### config.mk
export PLATFORM = sky130hd
export DESIGN_NAME = abx_exec
export DESIGN_NICKNAME = d
export VERILOG_FILES = /design/src/core/abx_pkg.sv /design/src/core/abx_decode.sv /design/src/core/abx_exec.sv
export VERILOG_INCLUDE_DIRS = /design/src /design/src/core
export SDC_FILE = /design/constraint.sdc
export NUM_CORES = 1
export LEC_CHECK = 0
export ABC_AREA = 1
export BUFFER_PORTS_ARGS = -buffer_cell sky130_fd_sc_hd__buf_4
export CORE_MARGIN = 5
export CORE_UTILIZATION = 52
export CTS_CLUSTER_SIZE = 24
export DETAILED_ROUTE_END_ITERATION = 16
export GPL_ROUTABILITY_DRIVEN = 1
export PLACE_DENSITY = 0.85
export SLEW_MARGIN = 0
export SYNTH_ARGS = -nofsm -noshare
export SYNTH_HDL_FRONTEND = slang
export SYNTH_SLANG_ARGS = --single-unit
export TNS_END_PERCENT = 10
### constraint.sdc
create_clock -name clk -period 1.72 [get_ports clk]
set_clock_uncertainty 0.1 [all_clocks]
set_input_delay 0.258 -clock clk [delete_from_list [all_inputs] [get_ports clk]]
set_output_delay 0.258 -clock clk [all_outputs]
set_load 0.02 [all_outputs]
### src/core/abx_regs.svh
/*
  constants for the and / bit set-clear execution block: opcode fields and encodings.
  assumes 12-bit instruction words and an 8-bit data path.
*/
`ifndef ABX_REGS_SVH
`define ABX_REGS_SVH
// ==========================================================
// opcode fields
`define ABX_OP_W 12
`define ABX_DATA_W 8
`define ABX_ADDR_W 5
`define ABX_BIT_W 3
`define ABX_NIB_HI 11
`define ABX_NIB_LO 8
`define ABX_DEST_POS 5
`define ABX_BIT_HI 7
`define ABX_BIT_LO 5
// ==========================================================
// encodings
`define ABX_TOP6_ANDF 6'h05
`define ABX_NIB_ANDL 4'he
`define ABX_NIB_BCLR 4'h4
`define ABX_NIB_BSET 4'h5
`define ABX_ACC_RST 8'h00
`endif

### src/core/abx_pkg.sv
/*
  types for the and / bit set-clear execution block.
  assumes abx_regs.svh for widths.
*/
`include "abx_regs.svh"
package abx_pkg;
  typedef enum logic [4:0]
  {
    ABX_OP_NONE = 5'b00001,
    ABX_OP_ANDF = 5'b00010,
    ABX_OP_ANDL = 5'b00100,
    ABX_OP_BCLR = 5'b01000,
    ABX_OP_BSET = 5'b10000
  } abx_op_t;
endpackage : abx_pkg

### src/core/abx_decode.sv
/*
  combinational opcode decoder for the four instructions.
  assumes a stable opcode for the whole instruction cycle.
*/
`timescale 1ns/1ps
`include "abx_regs.svh"
module abx_decode (
  input wire logic [`ABX_OP_W-1:0] opcode,
  output abx_pkg::abx_op_t op,
  output logic [`ABX_ADDR_W-1:0] addr,
  output logic [`ABX_BIT_W-1:0] bit_idx,
  output logic dest_file
);
  always_comb
  begin
    addr = opcode[`ABX_ADDR_W-1:0];
    bit_idx = opcode[`ABX_BIT_HI:`ABX_BIT_LO];
    dest_file = opcode[`ABX_DEST_POS];
    op = abx_pkg::ABX_OP_NONE;
    if (opcode[11:6] == `ABX_TOP6_ANDF)
      op = abx_pkg::ABX_OP_ANDF;
    else if (opcode[`ABX_NIB_HI:`ABX_NIB_LO] == `ABX_NIB_ANDL)
      op = abx_pkg::ABX_OP_ANDL;
    else if (opcode[`ABX_NIB_HI:`ABX_NIB_LO] == `ABX_NIB_BCLR)
      op = abx_pkg::ABX_OP_BCLR;
    else if (opcode[`ABX_NIB_HI:`ABX_NIB_LO] == `ABX_NIB_BSET)
      op = abx_pkg::ABX_OP_BSET;
  end
endmodule : abx_decode

### src/core/abx_exec.sv
/*
  execution of and-with-file, and-literal-into-acc, bit clear and bit set in file.
  assumes the register file returns file_rdata combinationally for file_addr in the same
  cycle, and commits file_we/file_wdata at the next edge.
*/
`timescale 1ns/1ps
`include "abx_regs.svh"
module abx_exec #(
  parameter int DATA_W = `ABX_DATA_W
) (
  input wire logic clk,
  input wire logic rst_b,
  input wire logic op_valid,
  input wire logic [`ABX_OP_W-1:0] opcode,
  input wire logic [DATA_W-1:0] file_rdata,
  input wire logic [DATA_W-1:0] acc_wr_data,
  input wire logic acc_wr,
  output logic [`ABX_ADDR_W-1:0] file_addr,
  output logic file_we,
  output logic [DATA_W-1:0] file_wdata,
  output logic [DATA_W-1:0] acc_q,
  output logic zero_q,
  output logic zero_we
);
  // ==========================================================
  // checks
  if (DATA_W != 8)
  begin : g_bad_w
    $error("abx_exec: data width must be 8");
  end

  // ==========================================================
  // decode
  abx_pkg::abx_op_t op;
  logic [`ABX_ADDR_W-1:0] addr;
  logic [`ABX_BIT_W-1:0] bit_idx;
  logic dest_file;

  abx_decode u_dec (
    .opcode(opcode),
    .op(op),
    .addr(addr),
    .bit_idx(bit_idx),
    .dest_file(dest_file)
  );

  // file read address goes straight out so the read happens this cycle
  assign file_addr = addr;

  // ==========================================================
  // datapath
  logic [DATA_W-1:0] and_f;
  logic [DATA_W-1:0] and_l;
  logic [DATA_W-1:0] bmask;
  logic [DATA_W-1:0] acc_d;
  logic zero_d;
  logic zero_we_d;
  logic file_we_d;
  logic [DATA_W-1:0] file_wdata_d;
  logic file_we_q;
  logic [DATA_W-1:0] file_wdata_q;

  always_comb
  begin
    and_f = acc_q & file_rdata;
    and_l = acc_q & opcode[DATA_W-1:0];
    bmask = DATA_W'(1) << bit_idx;
    acc_d = acc_q;
    zero_d = zero_q;
    zero_we_d = 1'b0;
    file_we_d = 1'b0;
    file_wdata_d = file_wdata_q;
    if (acc_wr)
      acc_d = acc_wr_data;
    if (op_valid)
    begin
      case (op)
        abx_pkg::ABX_OP_ANDF:
        begin
          zero_d = (and_f == '0);
          zero_we_d = 1'b1;
          if (dest_file)
          begin
            file_we_d = 1'b1;
            file_wdata_d = and_f;
          end
          else
            acc_d = and_f;
        end
        abx_pkg::ABX_OP_ANDL:
        begin
          acc_d = and_l;
          zero_d = (and_l == '0);
          zero_we_d = 1'b1;
        end
        abx_pkg::ABX_OP_BCLR:
        begin
          file_we_d = 1'b1;
          file_wdata_d = file_rdata & ~bmask;
        end
        abx_pkg::ABX_OP_BSET:
        begin
          file_we_d = 1'b1;
          file_wdata_d = file_rdata | bmask;
        end
        default:
        begin
          file_we_d = 1'b0;
        end
      endcase
    end
  end

  // acc and zero commit at the edge ending the instruction cycle; the file write is registered there and lands one edge later
  always_ff @(posedge clk)
  begin
    if (!rst_b)
    begin
      acc_q <= `ABX_ACC_RST;
      zero_q <= 1'b0;
      zero_we <= 1'b0;
      file_we_q <= 1'b0;
      file_wdata_q <= '0;
    end
    else
    begin
      acc_q <= acc_d;
      zero_q <= zero_d;
      zero_we <= zero_we_d;
      file_we_q <= file_we_d;
      file_wdata_q <= file_wdata_d;
    end
  end

  assign file_we = file_we_q;
  assign file_wdata = file_wdata_q;

  // ==========================================================
  // checks on behaviour
  logic [DATA_W-1:0] acc_p;
  logic [DATA_W-1:0] rd_p;
  logic [`ABX_OP_W-1:0] op_p;
  always_ff @(posedge clk)
  begin
    acc_p <= acc_q;
    rd_p <= file_rdata;
    op_p <= opcode;
  end
endmodule : abx_exec

# After elaboration in Yosys (flattened, before gate mapping)
# Cells that the tools add are included.
# classes
addsub	0
n_mul	0
n_div	0
order_cmp	0
eq_ne	9
shifts	1
muxes	14
n_bitwise	5
reduce_logical	9
# ops
cell	count
$mux 8	4
$and 8x8->8	3
$pmux 8 s3	1
$mux 5	4
$logic_not 8->1	2
$pmux 8 s2	1
$eq 4x3->1 const B	2
$not 8->8	1
$or 8x8->8	1
$shl 1x3->8 const A	1
$eq 6x3->1 const B	1
$eq 5x2->1 const B	1
$eq 5x3->1 const B	1
$eq 5x4->1 const B	1
$eq 5x5->1 const B	1
$eq 4x4->1 const B	1
$pmux 1 s2	2
$reduce_and 2->1	2
$reduce_or 2->1	2
$reduce_and 3->1	1
$reduce_bool 3->1	1
$mux 1	2
$ne 2x2->1 const B	1
$reduce_bool 2->1	1
# word_totals
reg_bits	19
latch_bits	0
mem_bits_rw	0
romBits	0
wordCells	43
mem_count	0

# Depth between registers and ports, before layout
# Gate-level depths: netlist of the first run.
# logic_depth
word_depth	8
mapped_depth	10

# Cells and area by module
# From an unflattened synthesis of the first run, not the netlist that was laid out.
# hier_totals
cells_unflattened	287
area_unflattened_um2	1625.3
# modules_own_cells
module	n_inst	cells_each	area_per_inst_um2
abx_exec	1	259	1481.4
abx_decode	1	28	143.9

# Worst setup path before layout of the first run
# Ideal clock, no wire load.
# synth_path
kind	input to register
start	input port opcode[9]
end	register file_wdata_q[6] (netlist: file_wdata[6])
arrival_ns	1.037
t_required_ns	1.507
path_slack_ns	0.470
path_stages	9
path_buffers	1
path_cell_list	inv_1 nand2_1 nor2_4 nand3_4 nand3_4 buf_8 nand2_1 nand2_1 nor2_1
# synth_via
elab_chain_cells	8
# synth_rtl
element	line_no	text
start: declaration	abx_exec.sv:14	input wire logic [`ABX_OP_W-1:0] opcode,
$eq 4x3->1 (no line)	-	
$mux 5	abx_decode.sv:26	else if (opcode[`ABX_NIB_HI:`ABX_NIB_LO] == `ABX_NIB_BSET)
$mux 5	abx_decode.sv:24	else if (opcode[`ABX_NIB_HI:`ABX_NIB_LO] == `ABX_NIB_BCLR)
$mux 5	abx_decode.sv:22	else if (opcode[`ABX_NIB_HI:`ABX_NIB_LO] == `ABX_NIB_ANDL)
$mux 5 (*)	abx_decode.sv:20	if (opcode[11:6] == `ABX_TOP6_ANDF)
$eq 5x2->1, or another cell as far along	abx_exec.sv:77	case (op)
$ne 2x2->1 (no line) / $reduce_bool 3->1 (equally long branches)	-	
$reduce_and 3->1 (no line)	-	
end signal: assignment	abx_exec.sv:131	file_wdata_q <= file_wdata_d;
end: declaration	abx_exec.sv:61	logic [DATA_W-1:0] file_wdata_q;
# Mark *: on every way between the ends. The rest lies on a longest branch, timed or not.
# A chain may end at the register's enable or synchronous reset.

# Worst setup path in the final report of the first run
# layout_path
start	register acc_q[6]
end	output port acc_q[6]
# layout_lines
element	line_no	text
start: declaration	abx_exec.sv:21	output logic [DATA_W-1:0] acc_q,
start signal: assignment	abx_exec.sv:119	acc_q <= `ABX_ACC_RST;
# No word-level cell between the ends.

==> results.md, run 1 <==
* Slowest CP cell: dfxtp_1
* Die W at 62.2 um
* Via count at approximately 1600
* Setup CP Type: register to output port
* # setup viols final at 0
* Tcrit/Tclk final at between 70% and 80%
* Routability Congestion at roughly 0.87
* Max_cap viols at 0
* Cells after DPL at around 310
* Antenna Nets Post-Route at 0
* # DRC at 0
* LEAKAGE at approximately 1.0 nW
* First-pass GRT wire length at between 6000 and 7000 um
* Cts repair resizes at 0
* Hold/Removal Path Class: primary input to register
* #FFs+latches synth at 19
* Post-CTS setup buffers at 0
* Sum of negative setup slack at 0 ns
* Mean Syn Cell Area at between 6 and 7 sq um
* Critical path's top delay family: flip-flops
* GRT overflow at 0
* Setup crit end kind: output port
* Starting Density at between 50% and 60%
* Peak Freq at about 780 MHz
* # rows at 19
* Fin cells at 315
* Clk_lat worst skew at about 0.31 ns
* Dominant cells by area after synthesis: dfxtp_1 27%, nand2_1 22%, nand3_1 14%
* Power per cell area at approximately 550 nW/um^2
* Number of fill cells at 261
* Flop2flop setup slack at ~0.61 ns
* CP Data Arrival Time at around 0.93 ns
* I/O Buffers at 55
* Worst Path Required at approximately 1.4 ns
* Initial antenna violation count at 0
* DP HPWL at roughly 2900 um
* Min Tclk post-route at ~1.3 ns
* Layout cells sized above 1 at between 20% and 30%
* Syn Nets at around 260
* CP bufs+invs at 1
* CTS Buf Count at 3
* Crit path cell chain: buf_4
* Peak VDD IR at 417 uV
* YS warnings at 0
* Core ar. at 2690 sq um
* Crit-path max cell delay at between 0.4 and 0.5 ns
* # nets final at ~320
* Synthesis-to-layout area growth at 30.6%
* Status: complete, no violations
* Total GRT Usage at a little under a fifth
* DRT Wirelength at 3600 um
* Unrepaired setup endpoints after global routing: false
* First-pass detailed-route iteration total at 4
* Post-synthesis instance area at 1420 sq um
* Final Hold Viols at 0
* WL per Instance at 11.4 um
* CP Launch Type: register
* Pin count of the biggest net entering global routing at 20
* Seq/Total Area, Yosys at 26.8%
* Clock buffer depth at 2
* Final Slew Violations at 0
* Clock root buffer: clkbuf_4
* H-tree Lvls at 1
* Post-synth EDFFs at 0
* Total Power at just over 0.001 W
* Vias per cell at roughly 5
* Vias in the first global route at roughly 1500
* Die extent in y at approximately 62 um
* Ports at 56
* Post-synth cell types at 20
* Ys async rst share at 0%
* Sink Count at 19
* Relative slew slack at roughly four fifths
* Least-Margin Pin Slew at about 0.32 ns
* N_diodes at 0
* Synth Instances at approximately 230
* Reg clk slew, reported paths at 0.12 ns
* Ys flop type: dfxtp_1
* CTS Hold Bufs at 0
* Iteration-0 DRC Markers at 108
* CTS tree: built
* Critical path peak fanout at 5
* Die area at 3870 sq um
* Share of the synthesized area in the top cell type at around 27%
* Biggest area consumer among synthesized cells: dfxtp_1
==> cell usage after synthesis, types with 2 or more instances <==
| cell | n |
|---|---|
| buf_4 | 6 |
| dfxtp_1 | 19 |
| inv_1 | 27 |
| inv_2 | 2 |
| mux2_2 | 8 |
| nand2_1 | 84 |
| nand3_1 | 39 |
| nand3_2 | 2 |
| nand3_4 | 2 |
| nand3b_1 | 2 |
| nor2_1 | 22 |
| nor2_4 | 2 |
| nor3_1 | 2 |
| o22ai_1 | 8 |
==> flip-flops by register name (all words and copies together) (netlist names) <==
register,count
zero_we,1
file_wdata,8
acc_q,8
file_we,1
zero_q,1
==> final timing paths <==
| check | startpoint | end | cells after the start |
|---|---|---|---|
| max reg2reg | acc_q[0] | zero_q | 7 |
| min reg2reg | zero_q | zero_q | 2 |
| min | rst_b | file_wdata[7] | 3 |
| max | acc_q[6] | acc_q[6] | 1 |
==> cells by family (layout without fill, tap and decap cells) <==
kind of cell	Yosys count	count (layout)	share of synthesized area [%]
AOI/OAI and AO/OA	8	8	3.53
muxes	8	8	6.36
and+or+nand+nor	158	158	50.8
buffers and inverters	38	91	12.4
DFF	19	19	26.8
==> layout by cell type, fill, tap and decap left out, drive strengths merged <==
master / count
nand2: 85
buf: 58
nand3: 43
inv: 29
nor2: 25
dfxtp: 19
o22ai: 8
mux2: 8
clkbuf: 3
nor3: 2
nand3b: 2
nand4: 1
clkinv: 1
==> per-stage QoR <==
stage               hold slack, ns  utilization, %  setup slack [ns]  instance area, sq um
floorplan                    0.336               -             0.470                  1420
global placement             0.366            67.9             0.262                  1820
detailed placement           0.366            67.9             0.243                  1820
CTS                          0.166            68.9             0.433                  1850
global route                 0.185            68.9             0.386                  1850
finish                       0.175            68.9             0.430                  1850
==> layout make-up <==
| class | count | area, sq um | area share (%) |
|---|---|---|---|
| multi-input cells | 174 | 861 | 46.5 |
| repair buffers | 58 | 435 | 23.5 |
| flip-flops and latches | 19 | 380 | 20.5 |
| inverters | 29 | 109 | 5.88 |
| well taps | 31 | 38.8 | 2.09 |
| clock buffers | 3 | 22.5 | 1.22 |
| clock inverters | 1 | 5.00 | 0.270 |
==> power by group <==
part           total, W  internal [W]  switching [W]
registers      0.000477      0.000460      0.0000171
clock network  0.000242     0.0000869       0.000156
logic          0.000298      0.000136       0.000161
==> metal layers <==
layer,wire [um],up-vias,global-route usage [%]
met5,0,-,0
met4,31,0,4.88
met3,296,4,4.50
met2,1700,57,31.3
met1,1570,665,24.1
li1,-,843,-
No activity file was read; power rests on OpenSTA's default activity.
==> run 2: changes to the inputs <==
Settings changed: CORE_UTILIZATION 52 to 44, PLACE_DENSITY 0.85 to 0.76.
Clock period 1.72 ns to 1 ns, I/O delays scaled along.
==> run 2 against run 1 <==
Effect of this change: the flow now finishes with violations (negative setup slack); count of clock-buffer cells in the layout is the same; highest routed layer unchanged; clock power grew 78%; critical path depth grew 1; combinational power grew 140%; die area grew 15%; global-route usage grew 1.7 points; sequential share of layout area shrank 3.2 points; sequential power grew 74%; total power grew 93%; worst hold slack lost 0.13 ns; critical path type unchanged; via count grew 14%; register-to-register slack lost 0.74 ns.
==> results.md, run 2 (same netlist as run 1, synthesis figures left out) <==
* Status: finished, violations left
* Failing checks: negative setup slack
* Tcrit/Tclk final at 118%
* Max_cap viols at 0
* Layout cells sized above 1 at 49.8%
* Int Pwr at 0.00130 W
* Critical path peak fanout at 3
* Peak VDD IR at 503 uV
* Pin count of the biggest net entering global routing at 19
* Stages on the worst setup path at 2
* Worst r2r path cells at 8
* Clock buffer depth at 2
* FF+latch area at around 410 sq um
* LEAKAGE at approximately 1.3 nW
* Clk_lat worst skew at between 0.3 and 0.4 ns
* Routability Congestion at around 0.84
* Vias in the first global route at 1672
* CTS Hold Bufs at 0
* CP Launch Type: register
* CP Data Arrival Time at 0.93 ns
* Clock power frac at between 20% and 30%
* # rows at 20
* Setup crit end kind: output port
* WL per Instance at roughly 13 um
* Starting Density at ~46%
* Hold Path Stages at 3
* Fin util at 76.7%
* Setup CP Type: register to output port
* Vias per cell at 5.00
* Slowest CP cell: dfxtp_4
* Power per cell area at just over 800 nW/um^2
* Hold Startpoint: rst_b
* Relative slew slack at 85.2%
* Worst Path Required at approximately 0.75 ns
* Most frequent cells in the layout: 69 x nand2_1, 64 x buf_4, 35 x nand3_1, 25 x buf_6, 23 x inv_1
* Crit path cell chain: buf_6, buf_6
* Worst reg2reg endpoint: zero_q
* CP bufs+invs at 2
* Synthesis-to-layout area growth at 66.6%
* DRT Wirelength at about 4600 um
* Total GRT Usage at 20.5%
* Peak Freq at ~850 MHz
* GRT overflow at 0
* Min-Delay Endpoint: file_we
* DP HPWL at approximately 3300 um
* Final Hold Viols at 0
* Worst setup margin at -0.182 ns
* Sum of negative setup slack at -1.99 ns
* CTS tree: built
* Worst setup startpoint: acc_q[1]
* Commonest non-fill, non-tap cell in the layout: nand2_1
* Number of fill cells at 234
* H-tree Lvls at 1
* First-pass detailed-route iteration total at 4
* Worst path most repeated cell: buf_6
* RR Startpoint: acc_q[6]
* Psw at between 0.0006 and 0.0007 W
* Least-Margin Pin Slew at approximately 0.22 ns
* CTS Buf Count at 3
* Reg clk slew, reported paths at around 0.12 ns
* Clock root buffer: clkbuf_4
* I/O Buffers at 55
* Antenna Nets Post-Route at 0
* First-pass GRT wire length at 7220 um
* Initial antenna violation count at 0
* Crit-path max cell delay at 0.38 ns
* Final Slew Violations at 0
* Ports at 56
* # setup viols final at 28
* Unrepaired setup endpoints after global routing: true
* Multi-input combinational cell area at just under 1000 sq um
* Sink Count at 19
* Critical path's top delay family: flip-flops
* Sw Ratio at about a third
* Iteration-0 DRC Markers at 94
* Die area at roughly 4500 sq um
* Flop2flop setup slack at -0.13 ns
* Core ar. at about 3100 sq um
* # DRC at 0
* Die W at roughly 67 um
* Die extent in y at 66.8 um
* # nets final at roughly 350
* Seq pwr share at a little over two fifths
* Via count at between 1500 and 2000
* Logic pwr share at a little over a third
* N_diodes at 0
* Hold/Removal Path Class: primary input to register
* Min Tclk post-route at between 1 and 1.5 ns
-- run 2: changes by cell type in the layout (fill, tap and decap cells not counted), moves of 6 or more --
cell and delta:
dfxtp_2 +15, buf_4 +6, nand2_2 +11, buf_6 +25, dfxtp_1 -18, nand2_1 -15
-- run 2: power by group through the flow --
stage | sequential [W] | clock (W) | combinational [W]
2_1_floorplan | 0.000879 | 0 | 0.000268
3_3_place_gp | 0.000839 | 0 | 0.000615
3_5_place_dp | 0.000839 | 0 | 0.000622
4_1_cts | 0.000823 | 0.000426 | 0.000674
5_1_grt | 0.000831 | 0.000451 | 0.000764
6_report | 0.000828 | 0.000430 | 0.000705
-- run 2: final cells by class --
class | count | area share, %
clock inverter | 1 | 0.212
sequential | 19 | 17.4
clock buffer | 3 | 0.953
timing repair buffer | 89 | 32.3
multi-input combinational | 174 | 41.4
tap | 44 | 2.33
inverter | 29 | 5.51
-- run 2: metrics by stage --
| step | area, sq um | total power [W] | worst slack [ns] | hold WS [ns] | cells |
|---|---|---|---|---|---|
| 5_1_grt | 2360 | 0.00205 | -0.212 | 0.0952 | 359 |
| 2_1_floorplan | 1490 | 0.00115 | -0.0627 | 0.228 | 231 |
| 3_5_place_dp | 2120 | 0.00146 | -0.354 | 0.360 | 353 |
| 4_1_cts | 2290 | 0.00192 | -0.158 | 0.0364 | 359 |
| 6_report | 2360 | 0.00196 | -0.182 | 0.0432 | 359 |
| 3_3_place_gp | 2120 | 0.00145 | -0.317 | 0.358 | 353 |
-- run 2: layer usage --
layer	global-route usage, %	part of all wire [%]	up-vias
li1	-	-	903
met4	5.33	1.0	0
met2	35.8	51	66
met5	0	0	-
met1	25.6	40	820
met3	4.05	8.1	7
-- run 2: timing repair --
item	in CTS	in global routing
pin swaps	9	9
gates resized for setup	39	24
buffers inserted	2	0
setup endpoints to repair	33	36
-- run 2: how the worst max path moves through the flow --
stage                                to  slack, ns
after floorplan           file_wdata[6]      -0.06
after global placement    file_wdata[3]      -0.32
after detailed placement  file_wdata[3]      -0.35
after CTS                      acc_q[2]      -0.16
after global routing             zero_q      -0.21
final                          acc_q[1]      -0.18
-- run 2: tightest hold or removal path: stages --
cell and delay (ns):
buf_4 0.09, inv_1 0.08, nor2_1 0.11
